## src/rtl/pism_pkg.sv

```systemverilog
package pism_pkg;
	// configuration byte offsets
	localparam logic [7:0] ROUTE_A_OFS  = 8'h60;
	localparam logic [7:0] ROUTE_D_OFS  = 8'h63;
	localparam logic [7:0] MEM_LIM_OFS  = 8'h69;
	// reset values
	localparam logic [7:0] ROUTE_RST    = 8'h80;
	localparam logic [7:0] MEM_LIM_RST  = 8'h02;
	// route register fields
	localparam int         ROUTE_DIS_BIT = 7;
	localparam logic [7:0] ROUTE_WMASK  = 8'h8F;
	// memory limit register fields
	localparam int         LIM_LSB      = 4;
	localparam int         LOWBIOS_BIT  = 3;
	localparam int         ABSEG_BIT    = 2;
	localparam int         SEG89_BIT    = 1;
	localparam logic [7:0] MEM_LIM_WMASK = 8'hFE;
	// decode windows, address bits [23:16]
	localparam logic [7:0] SEG_80_HI    = 8'h08;
	localparam logic [7:0] SEG_90_HI    = 8'h09;
	localparam logic [7:0] SEG_A0_HI    = 8'h0A;
	localparam logic [7:0] SEG_B0_HI    = 8'h0B;
	localparam logic [7:0] SEG_E0_HI    = 8'h0E;

	typedef struct packed {
		logic        wr;
		logic        rd;
		logic [7:0]  ofs;
		logic [7:0]  wdata;
	} pism_cfg_req_t;

	typedef struct packed {
		logic        valid;
		logic [23:0] addr;
	} pism_mem_req_t;
endpackage

```

## src/rtl/pism_route_dec.sv

```systemverilog
module pism_route_dec (
	// route register value
	input  wire logic [7:0]  i_route,
	// one-hot controller input select, bit n = input n
	output logic      [15:0] o_sel
);
	import pism_pkg::*;

	always_comb begin
		o_sel = 16'h0000;
		if (!i_route[ROUTE_DIS_BIT]) begin
			case (i_route[3:0])
				4'h3, 4'h4, 4'h5, 4'h6, 4'h7, 4'h9, 4'hA, 4'hB, 4'hC, 4'hE, 4'hF:
					o_sel[i_route[3:0]] = 1'b1;
				default: o_sel = 16'h0000;
			endcase
		end
	end
endmodule // pism_route_dec

```

## src/rtl/pism_cfg.sv

```systemverilog
// Overview of operation
// route registers reset to 80h, steering off
// each line steers independently to eleven inputs
// bit 7 low enables steering
// route bits 6:4 read zero
// target code selects same-numbered controller input
// steered input masks its ISA pin
// software sets steered inputs level sensitive
// limit field gives n+1 megabytes forwarded
// software uses 15 MB with hole
// bit 3 forwards E segment unless chip-select
// bit 2 forwards A and B segments
// bit 1 forwards 80000-9FFFFh region
// firmware programs limit before masters rely
// lower BIOS enable drives chip select
// reserved target code connects and masks nothing
module pism_cfg (
	// clock and reset
	input  wire logic                    I_CLK,
	input  wire logic                    I_SYS_RST,
	// configuration access
	input  wire pism_pkg::pism_cfg_req_t I_CFG,
	output logic                   [7:0] O_CFG_RDATA,
	// external chip-select config, lower BIOS enable
	input  wire logic                    I_LOWBIOS_EN,
	// interrupt lines and ISA pins
	input  wire logic              [3:0] I_PCI_INT_N,
	input  wire logic             [15:0] I_ISA_IRQ,
	output logic                  [15:0] O_CTRL_IRQ,
	// ISA or DMA master memory cycle
	input  wire pism_pkg::pism_mem_req_t I_MEM,
	output logic                         O_FWD_PCI,
	output logic                         O_BIOS_CS_N,
	output logic                         O_XOE_N
);
	import pism_pkg::*;

	logic [7:0]  route_r [4];
	logic [7:0]  route_nxt [4];
	logic [7:0]  lim_r, lim_nxt;
	logic [7:0]  rdata_r, rdata_nxt;
	logic [15:0] irq_r, irq_nxt;
	logic        fwd_r, fwd_nxt, cs_n_r, cs_n_nxt;
	logic [15:0] sel [4];
	logic [15:0] steer_hit, steer_lvl;
	logic        in_lim, in_89, in_ab, in_e;

	// upper address byte match, shared by every segment decode
	function automatic logic seg_hit(input logic [23:0] addr, input logic [7:0] hi);
		return addr[23:16] == hi;
	endfunction

	genvar g;
	generate
		for (g = 0; g < 4; g++) begin : g_dec
			pism_route_dec u_dec (
				.i_route (route_r[g]),
				.o_sel   (sel[g])
			);
		end
	endgenerate

	// register writes; write masks keep reserved bits from latching
	always_comb begin
		for (int i = 0; i < 4; i++) begin
			route_nxt[i] = route_r[i];
			if (I_CFG.wr && I_CFG.ofs == ROUTE_A_OFS + 8'(i))
				route_nxt[i] = I_CFG.wdata & ROUTE_WMASK;
		end
		lim_nxt = lim_r;
		if (I_CFG.wr && I_CFG.ofs == MEM_LIM_OFS)
			lim_nxt = I_CFG.wdata & MEM_LIM_WMASK;
		rdata_nxt = 8'h00;
		if (I_CFG.rd) begin
			if (I_CFG.ofs >= ROUTE_A_OFS && I_CFG.ofs <= ROUTE_D_OFS)
				rdata_nxt = route_r[I_CFG.ofs[1:0]];
			else if (I_CFG.ofs == MEM_LIM_OFS)
				rdata_nxt = lim_r;
		end
	end

	// interrupt steering, several lines may share one input
	always_comb begin
		steer_hit = 16'h0000;
		steer_lvl = 16'h0000;
		for (int i = 0; i < 4; i++) begin
			steer_hit = steer_hit | sel[i];
			if (!I_PCI_INT_N[i])
				steer_lvl = steer_lvl | sel[i];
		end
		irq_nxt = (I_ISA_IRQ & ~steer_hit) | steer_lvl;
	end

	// memory forwarding decode
	always_comb begin
		in_lim = I_MEM.addr[23:20] <= lim_r[7:LIM_LSB];
		in_89  = seg_hit(I_MEM.addr, SEG_80_HI) || seg_hit(I_MEM.addr, SEG_90_HI);
		in_ab  = seg_hit(I_MEM.addr, SEG_A0_HI) || seg_hit(I_MEM.addr, SEG_B0_HI);
		in_e   = seg_hit(I_MEM.addr, SEG_E0_HI);
		fwd_nxt  = 1'b0;
		cs_n_nxt = 1'b1;
		if (I_MEM.valid) begin
			if (in_e) begin
				cs_n_nxt = !I_LOWBIOS_EN;
				fwd_nxt = lim_r[LOWBIOS_BIT] && !I_LOWBIOS_EN;
			end else if (in_ab)
				fwd_nxt = lim_r[ABSEG_BIT];
			else if (in_89)
				fwd_nxt = lim_r[SEG89_BIT];
			else
				fwd_nxt = in_lim;
		end
	end

	// configuration registers and read data
	always_ff @(posedge I_CLK) begin
		if (I_SYS_RST) begin
			for (int i = 0; i < 4; i++)
				route_r[i] <= ROUTE_RST;
			lim_r   <= MEM_LIM_RST;
			rdata_r <= 8'h00;
		end else begin
			for (int i = 0; i < 4; i++)
				route_r[i] <= route_nxt[i];
			lim_r   <= lim_nxt;
			rdata_r <= rdata_nxt;
		end
	end

	// steered controller inputs
	always_ff @(posedge I_CLK) begin
		if (I_SYS_RST) begin
			irq_r <= 16'h0000;
		end else begin
			irq_r <= irq_nxt;
		end
	end

	// chip select kept active low in the flop so the pins need no gate
	always_ff @(posedge I_CLK) begin
		if (I_SYS_RST) begin
			fwd_r  <= 1'b0;
			cs_n_r <= 1'b1;
		end else begin
			fwd_r  <= fwd_nxt;
			cs_n_r <= cs_n_nxt;
		end
	end

	assign O_CFG_RDATA = rdata_r;
	assign O_CTRL_IRQ  = irq_r;
	assign O_FWD_PCI   = fwd_r;
	assign O_BIOS_CS_N = cs_n_r;
	assign O_XOE_N     = cs_n_r;

	a_route_reset: assert property (@(posedge I_CLK)
		$fell(I_SYS_RST) |-> route_r[0] == ROUTE_RST && route_r[3] == ROUTE_RST)
		else $error("route reset value wrong");
	a_resv_zero: assert property (@(posedge I_CLK) disable iff (I_SYS_RST)
		$past(I_CFG.rd) && $past(I_CFG.ofs) == ROUTE_A_OFS |-> O_CFG_RDATA[6:4] == 3'h0)
		else $error("reserved route bits not zero");
	a_disabled_off: assert property (@(posedge I_CLK) disable iff (I_SYS_RST)
		route_r[0][ROUTE_DIS_BIT] |-> sel[0] == 16'h0000)
		else $error("disabled line still steered");
	a_steer_map: assert property (@(posedge I_CLK) disable iff (I_SYS_RST)
		!route_r[1][ROUTE_DIS_BIT] && route_r[1][3:0] == 4'h9 |-> sel[1] == 16'h0200)
		else $error("code 9 not on input 9");
	a_resv_code: assert property (@(posedge I_CLK) disable iff (I_SYS_RST)
		route_r[2][3:0] == 4'hD || route_r[2][3:0] == 4'h8 |-> sel[2] == 16'h0000)
		else $error("reserved code steered");
	a_isa_mask: assert property (@(posedge I_CLK) disable iff (I_SYS_RST)
		steer_hit[5] && I_PCI_INT_N == 4'hF |=> !O_CTRL_IRQ[5])
		else $error("ISA pin not masked");
	a_shared_in: assert property (@(posedge I_CLK) disable iff (I_SYS_RST)
		sel[0] == sel[3] && sel[0] != 16'h0000 && !I_PCI_INT_N[3] |=> (O_CTRL_IRQ & sel[0]) != 0)
		else $error("shared input lost line");
	a_lim_fwd: assert property (@(posedge I_CLK) disable iff (I_SYS_RST)
		I_MEM.valid && I_MEM.addr[23:20] > lim_r[7:4] |=> !O_FWD_PCI)
		else $error("forwarded above limit");
	a_e_block: assert property (@(posedge I_CLK) disable iff (I_SYS_RST)
		I_MEM.valid && in_e && I_LOWBIOS_EN |=> !O_FWD_PCI && !O_BIOS_CS_N)
		else $error("E segment misrouted");
	a_ab_fwd: assert property (@(posedge I_CLK) disable iff (I_SYS_RST)
		I_MEM.valid && in_ab |=> O_FWD_PCI == $past(lim_r[ABSEG_BIT]))
		else $error("A/B segment misrouted");
	a_89_fwd: assert property (@(posedge I_CLK) disable iff (I_SYS_RST)
		I_MEM.valid && in_89 |=> O_FWD_PCI == $past(lim_r[SEG89_BIT]))
		else $error("80000 region misrouted");

	// further register, steering and forwarding checks
	a_ab_default: assert property (@(posedge I_CLK)
		$fell(I_SYS_RST) |-> !lim_r[ABSEG_BIT])
		else $error("A/B forwarding on after reset");
	a_route_wmask: assert property (@(posedge I_CLK) disable iff (I_SYS_RST)
		I_CFG.wr && I_CFG.ofs == ROUTE_D_OFS |=> route_r[3][6:4] == 3'h0)
		else $error("reserved route bits stored");
	a_lim_rd: assert property (@(posedge I_CLK) disable iff (I_SYS_RST)
		I_CFG.rd && I_CFG.ofs == MEM_LIM_OFS |=> O_CFG_RDATA == $past(lim_r))
		else $error("limit read back wrong");
	a_route_dec: assert property (@(posedge I_CLK) disable iff (I_SYS_RST)
		!route_r[3][ROUTE_DIS_BIT] && route_r[3][3:0] == 4'hE |-> sel[3] == 16'h4000)
		else $error("code 14 not on input 14");
	a_irq_pass: assert property (@(posedge I_CLK) disable iff (I_SYS_RST)
		steer_hit == 16'h0000 |=> O_CTRL_IRQ == $past(I_ISA_IRQ))
		else $error("unsteered ISA pin altered");
	a_e_fwd: assert property (@(posedge I_CLK) disable iff (I_SYS_RST)
		I_MEM.valid && in_e && !I_LOWBIOS_EN |=> O_FWD_PCI == $past(lim_r[LOWBIOS_BIT]))
		else $error("E segment forwarding wrong");
	a_cs_only_e: assert property (@(posedge I_CLK) disable iff (I_SYS_RST)
		!(I_MEM.valid && in_e && I_LOWBIOS_EN) |=> O_BIOS_CS_N && O_XOE_N)
		else $error("chip select outside E segment");
	a_lim_in: assert property (@(posedge I_CLK) disable iff (I_SYS_RST)
		I_MEM.valid && in_lim && !in_e && !in_ab && !in_89 |=> O_FWD_PCI)
		else $error("below limit not forwarded");
	a_idle_nofwd: assert property (@(posedge I_CLK) disable iff (I_SYS_RST)
		!I_MEM.valid |=> !O_FWD_PCI)
		else $error("forwarded without a cycle");

	c_steer: cover property (@(posedge I_CLK) steer_hit != 16'h0000);
	c_fwd_e: cover property (@(posedge I_CLK) I_MEM.valid && in_e ##1 O_FWD_PCI);
	c_bios_cs: cover property (@(posedge I_CLK) !O_BIOS_CS_N);
	c_fwd_lim: cover property (@(posedge I_CLK) I_MEM.valid && in_lim ##1 O_FWD_PCI);
	c_shared: cover property (@(posedge I_CLK) sel[0] == sel[3] && sel[0] != 16'h0000);
endmodule // pism_cfg

```

## config.mk

```make
export PLATFORM = sky130hd
export DESIGN_NAME = pism_cfg
export DESIGN_NICKNAME = d
export VERILOG_FILES = /design/src/rtl/pism_pkg.sv /design/src/rtl/pism_route_dec.sv /design/src/rtl/pism_cfg.sv
export SDC_FILE = /design/constraint.sdc
export NUM_CORES = 1
export LEC_CHECK = 0
export BUFFER_PORTS_ARGS = -buffer_cell sky130_fd_sc_hd__buf_2
export CAP_MARGIN = 20
export CORE_MARGIN = 1
export CORE_UTILIZATION = 27
export DETAILED_ROUTE_END_ITERATION = 16
export GPL_ROUTABILITY_DRIVEN = 0
export PLACE_DENSITY_LB_ADDON = 0.3
export SLEW_MARGIN = 20
export SYNTH_ARGS = -nofsm -noshare
export SYNTH_HDL_FRONTEND = slang
export SYNTH_SLANG_ARGS = --single-unit
export TNS_END_PERCENT = 10
```

## constraint.sdc

```tcl
create_clock -name I_CLK -period 4.1 [get_ports I_CLK]
set_input_delay 0.205 -clock I_CLK [delete_from_list [all_inputs] [get_ports I_CLK]]
set_output_delay 0.205 -clock I_CLK [all_outputs]
set_load 0.01 [all_outputs]
```

Word level (Yosys, flattened, before mapping) --
Memories as Yosys holds them, arrays and structs flattened. Cells that the tools add are included. Widths: inputs -> output; s select.
Word-level totals: register bits after elaboration 33, RAM bits 32, word-level logic and storage cells 144, input port bits 66, memories 1, output and inout bits 27
Cells by class: reductions and logical operators 21, magnitude comparators 11, multiplexer cells 36, eq/ne operators 54, bitwise gates (word level) 16
Memory list:
- route_r | words 4, width 8, rd ports 5, clocked after memory_dff 0, wr ports 4, RTL line pism_cfg.sv:38 | logic [7:0] route_r [4];
Operators by type and width (number):
- $mux 16 | 12
- $or 16x16->16 | 7
- $eq 4x4->1 const B | 24
- $mux 8 | 10
- $eq 4x3->1 const B | 16
- $reduce_or 11->1 | 4
- $eq 8x4->1 const B | 5
- $eq 8x7->1 const B | 5
- $lt 4x5->1 const B | 4
- $and 16x16->16 | 1
- $demux 1 s4 | 4
- $eq 4x2->1 const B | 4
- $ge 4x1->1 const B | 4
- $not 16->16 | 1
- $logic_and 1x1->1 | 11
- $mux 1 | 10
- $ge 8x7->1 const B | 1
- $le 8x7->1 const B | 1
- $le 4x4->1 | 1
- $or 1x1->1 | 4
- $reduce_or 2->1 | 2
- $not 1->1 | 3
- $reduce_or 3->1 | 1
- $logic_or 1x1->1 | 2
- $logic_not 1->1 | 1

Longest topological paths before layout --
An unclocked memory read counts as a cell.
depth in word-level cells 15, depth in mapped cells 7

By module --
From an unflattened synthesis, not the netlist that was laid out.
Second synthesis, totals: cell total of the unflattened synthesis 364, area, all modules 3111.7 um2
By module, submodules not included:
- pism_cfg | cells each 274, instances 1, area an instance 2527.4 um2, seq. area each 1061.0 um2
- pism_route_dec at g_dec[0].u_dec ... | cells each 22, instances 3, area an instance 137.6 um2, seq. area each 0.0 um2
- pism_route_dec at g_dec[3].u_dec | cells each 24, instances 1, area an instance 171.4 um2, seq. area each 0.0 um2

Worst setup path before layout --
OpenSTA, ideal clock, no wires.
kind register -> register, start point memory route_r[3][3], end point register irq_r[11] (netlist: O_CTRL_IRQ[11]), setup time 0.128 ns, cell stages (with the launch flop) 7, arrival time 1.408 ns, required time 3.972 ns, path buffers 1, slack 2.564 ns, cell sequence dfxtp_1 > buf_2 > or3b_2 > o21ai_0 > nor3_1 > nor4_1 > nor2_1
RTL lines:
- start, declared | RTL line pism_cfg.sv:38
- end signal, assigned | RTL line pism_cfg.sv:135 | irq_r <= irq_nxt;
- end, declared | RTL line pism_cfg.sv:42 | logic [15:0] irq_r, irq_nxt;

==> flow_summary.ini <==
[setup_path]
worstSetupEndpointType = flip-flop
arrival_ps = 1970
r2r-start = route_r[3][3]$_SDFFE_PP0P_
critPathLaunch = route_r[3][3]$_SDFFE_PP0P_
rr_endpoint = O_CTRL_IRQ[11]$_SDFF_PP0_
r2r_setup_slack_ps = 2310
cp-endpoint = O_CTRL_IRQ[11]$_SDFF_PP0_
ff2ff_path_depth = 5
path_max_fanout = 10
worstSetupPathType = reg2reg
start_kind = flip-flop
required_ps = 4280

[yosys]
synth_compound_area_share_pct = 13.6
async_flop_share_pct = 0
synth_edf_count = 0
seq_area_frac_synth_pct = 36.6
ys_seq_elements = 53
muxShareOfSynthArea_pct = 10.2
synthesis.area_sq_um = 2900
ys_types = 48
synth_top_family_by_area = simple AND/OR/NAND/NOR gates
synth-adder-area-share_pct = 1.73
ys.flop_type = dfxtp_1
synth_warnings = 0
syn-mean-instance-area_sq_um = 8.32
syn_nets = 418
synth_cells = 348
synth_xor_area_share_pct = 0
yosys.area_share.simple_pct = 33.3

[clocking]
cts_root_buf = clkbuf_8
clkTransAtPathRegs_ps = 110
clock_sinks = 53
cts_repair_resize_count = 0
clk_latency_ps = 330
cts_hold_buffers = 0
cts_tree = built
postCtsSetupBuffers = 0
cts_buffers = 5
cts-htree-levels = 2
clockBufferDepth = 2

[final_layout]
final_cell_mix = 76 x buf_2, 53 x dfxtp_1, 49 x nor2_1
insertedDiodeCount = 0
layout.nets = 476
post-route-util_pct = 33.2
final_cell_area_sq_um = 3440
fillers = 1132
drive_above_1_share_pct = 25.1
layout_commonest_cell = buf_2
area_growth_pct = 18.8

[power_and_ir_drop]
power.density_nw_per_um2 = 276
p_leak_uw = 0.00136
worst_ir_drop_vdd_mv = 0.122

[global_routing]
grt_pass1_vias = 2658
grt_first_pass_wirelength_um = 13600
antenna_found_initial = 0
grt_max_degree = 49
overflow = 0
track_usage_pct = 15.7

[hold_path]
min_from = I_LOWBIOS_EN
hold_class = in2reg

[run_status]
outcome = complete, no violations

[floorplanning]
core_area_sq_um = 10400
chipWidth_um = 106
row_count = 37
dieArea_sq_um = 11100
start_util_pct = 27.9
ios = 93
die_y_um = 106

[route]
drt_first_pass_iters = 4
drt-total-wl_um = 8680
post_drt_via_cell_ratio = 5.23
drt-initial-drc-count = 207
ant_nets = 0
dr_total_vias = 2842
drc_errors = 0
avgRoutedWirePerCell_um = 16.0

[sta]
relSlewSlack_pct = 37.2
drv_slew = 0
fmaxAchievable_ghz = 0.558
setup_viol = 0
finalSetupTns_ps = 0
skew_ps = 10.9
hold_viol = 0
min_period_over_period_pct = 43.7
finalCriticalPeriod_ps = 1790
tightestPinTransition_ps = 929
grt_setup_unrepaired = no

[placed_design]
postPlaceCellArea_sq_um = 3340
port_buffers = 76
hpwl_um = 6310

[run]
max_cap_violations = 0
==> through the flow <==
stage	instances	setup WS (ps)	hold slack [ps]	power, uW
3_5_place_dp	535	2200	407	625
5_1_grt	543	2180	61.6	993
2_1_floorplan	348	2560	277	579
3_3_place_gp	535	2260	396	624
4_1_cts	543	2300	59.2	961
6_report	543	2310	68.4	948
==> worst min path at each step <==
stage / end / slack [ps] / cells past startpoint
floorplan: O_BIOS_CS_N$_SDFF_PP1_ / 280 / 1
global placement: O_BIOS_CS_N$_SDFF_PP1_ / 400 / 2
detailed placement: O_BIOS_CS_N$_SDFF_PP1_ / 410 / 2
CTS: O_BIOS_CS_N$_SDFF_PP1_ / 60 / 2
global route: O_BIOS_CS_N$_SDFF_PP1_ / 60 / 2
finish: O_BIOS_CS_N$_SDFF_PP1_ / 70 / 2
==> metal layers <==
metal | vias up | wire, um | GRT usage (%)
li1 | 1387 | - | -
met1 | 1329 | 3910 | 20.1
met2 | 114 | 4080 | 25.9
met3 | 12 | 520 | 3.09
met4 | 0 | 168 | 5.65
met5 | - | 0 | 0
==> flip-flops by register name, indices dropped and copies added, names as in the netlist <==
register / flops
O_BIOS_CS_N: 1
O_CFG_RDATA: 8
O_CTRL_IRQ: 16
O_FWD_PCI: 1
lim_r: 7
route_r: 20
==> area by class of cell <==
cell class / instances / area [sq um] / share of cell area [%]
Multi-Input combinational cell: 264 / 1700 / 49.5
Sequential cell: 53 / 1060 / 30.8
Timing Repair Buffer: 77 / 388 / 11.3
Tap cell: 136 / 170 / 4.95
Clock buffer: 6 / 82.6 / 2.40
Inverter: 5 / 18.8 / 0.546
Clock inverter: 2 / 17.5 / 0.509
==> cells in the mapped netlist (2+ instances only) <==
cell,n,area [sq um]
nand2b_1,15,93.8
clkbuf_1,16,60.1
nor4_1,8,50.1
or3_1,9,56.3
a211o_1,3,26.3
nor3_1,27,135
nand3b_1,6,45.0
o32ai_1,5,43.8
buf_2,7,35.0
inv_1,5,18.8
o22ai_1,10,62.6
and3_1,4,25.0
nor2_1,49,184
o311ai_0,2,17.5
ha_1,4,50.1
dfxtp_1,53,1060
a31oi_1,6,37.5
a22oi_1,4,30.0
a21oi_1,16,80.1
nor2b_1,9,56.3
nand2_1,19,71.3
or3b_2,4,35.0
o31ai_1,2,15.0
mux2i_1,17,170
mux4_2,5,113
o21ai_0,11,55.1
nand3_1,10,50.1
buf_4,2,15.0
==> report_power, final <==
group	total [uW]	switching (uW)	leakage (uW)	internal, uW
Clock	334	193	0.0000518	141
Combinational	87.7	48.9	0.000873	38.8
Sequential	526	2.52	0.000432	524
Total	948	245	0.00136	703
==> worst max-delay path, stage by stage, from the launching register on <==
cell and delay (ps):
dfxtp_1 520, or3b_2 520, o21ai_0 170, nor3_1 60
nor4_1 300, nor2_1 70
==> kinds of logic (layout without fill, tap and decap cells) <==
group | count (synthesis) | count (layout)
AND/OR/NAND/NOR | 175 | 175
adder cells (fa/ha/maj) | 4 | 4
multiplexers | 23 | 23
buffers and inverters | 31 | 90
AO/OA/AOI/OAI | 62 | 62
flip-flops | 53 | 53
Power figures use the tool's default switching activity.
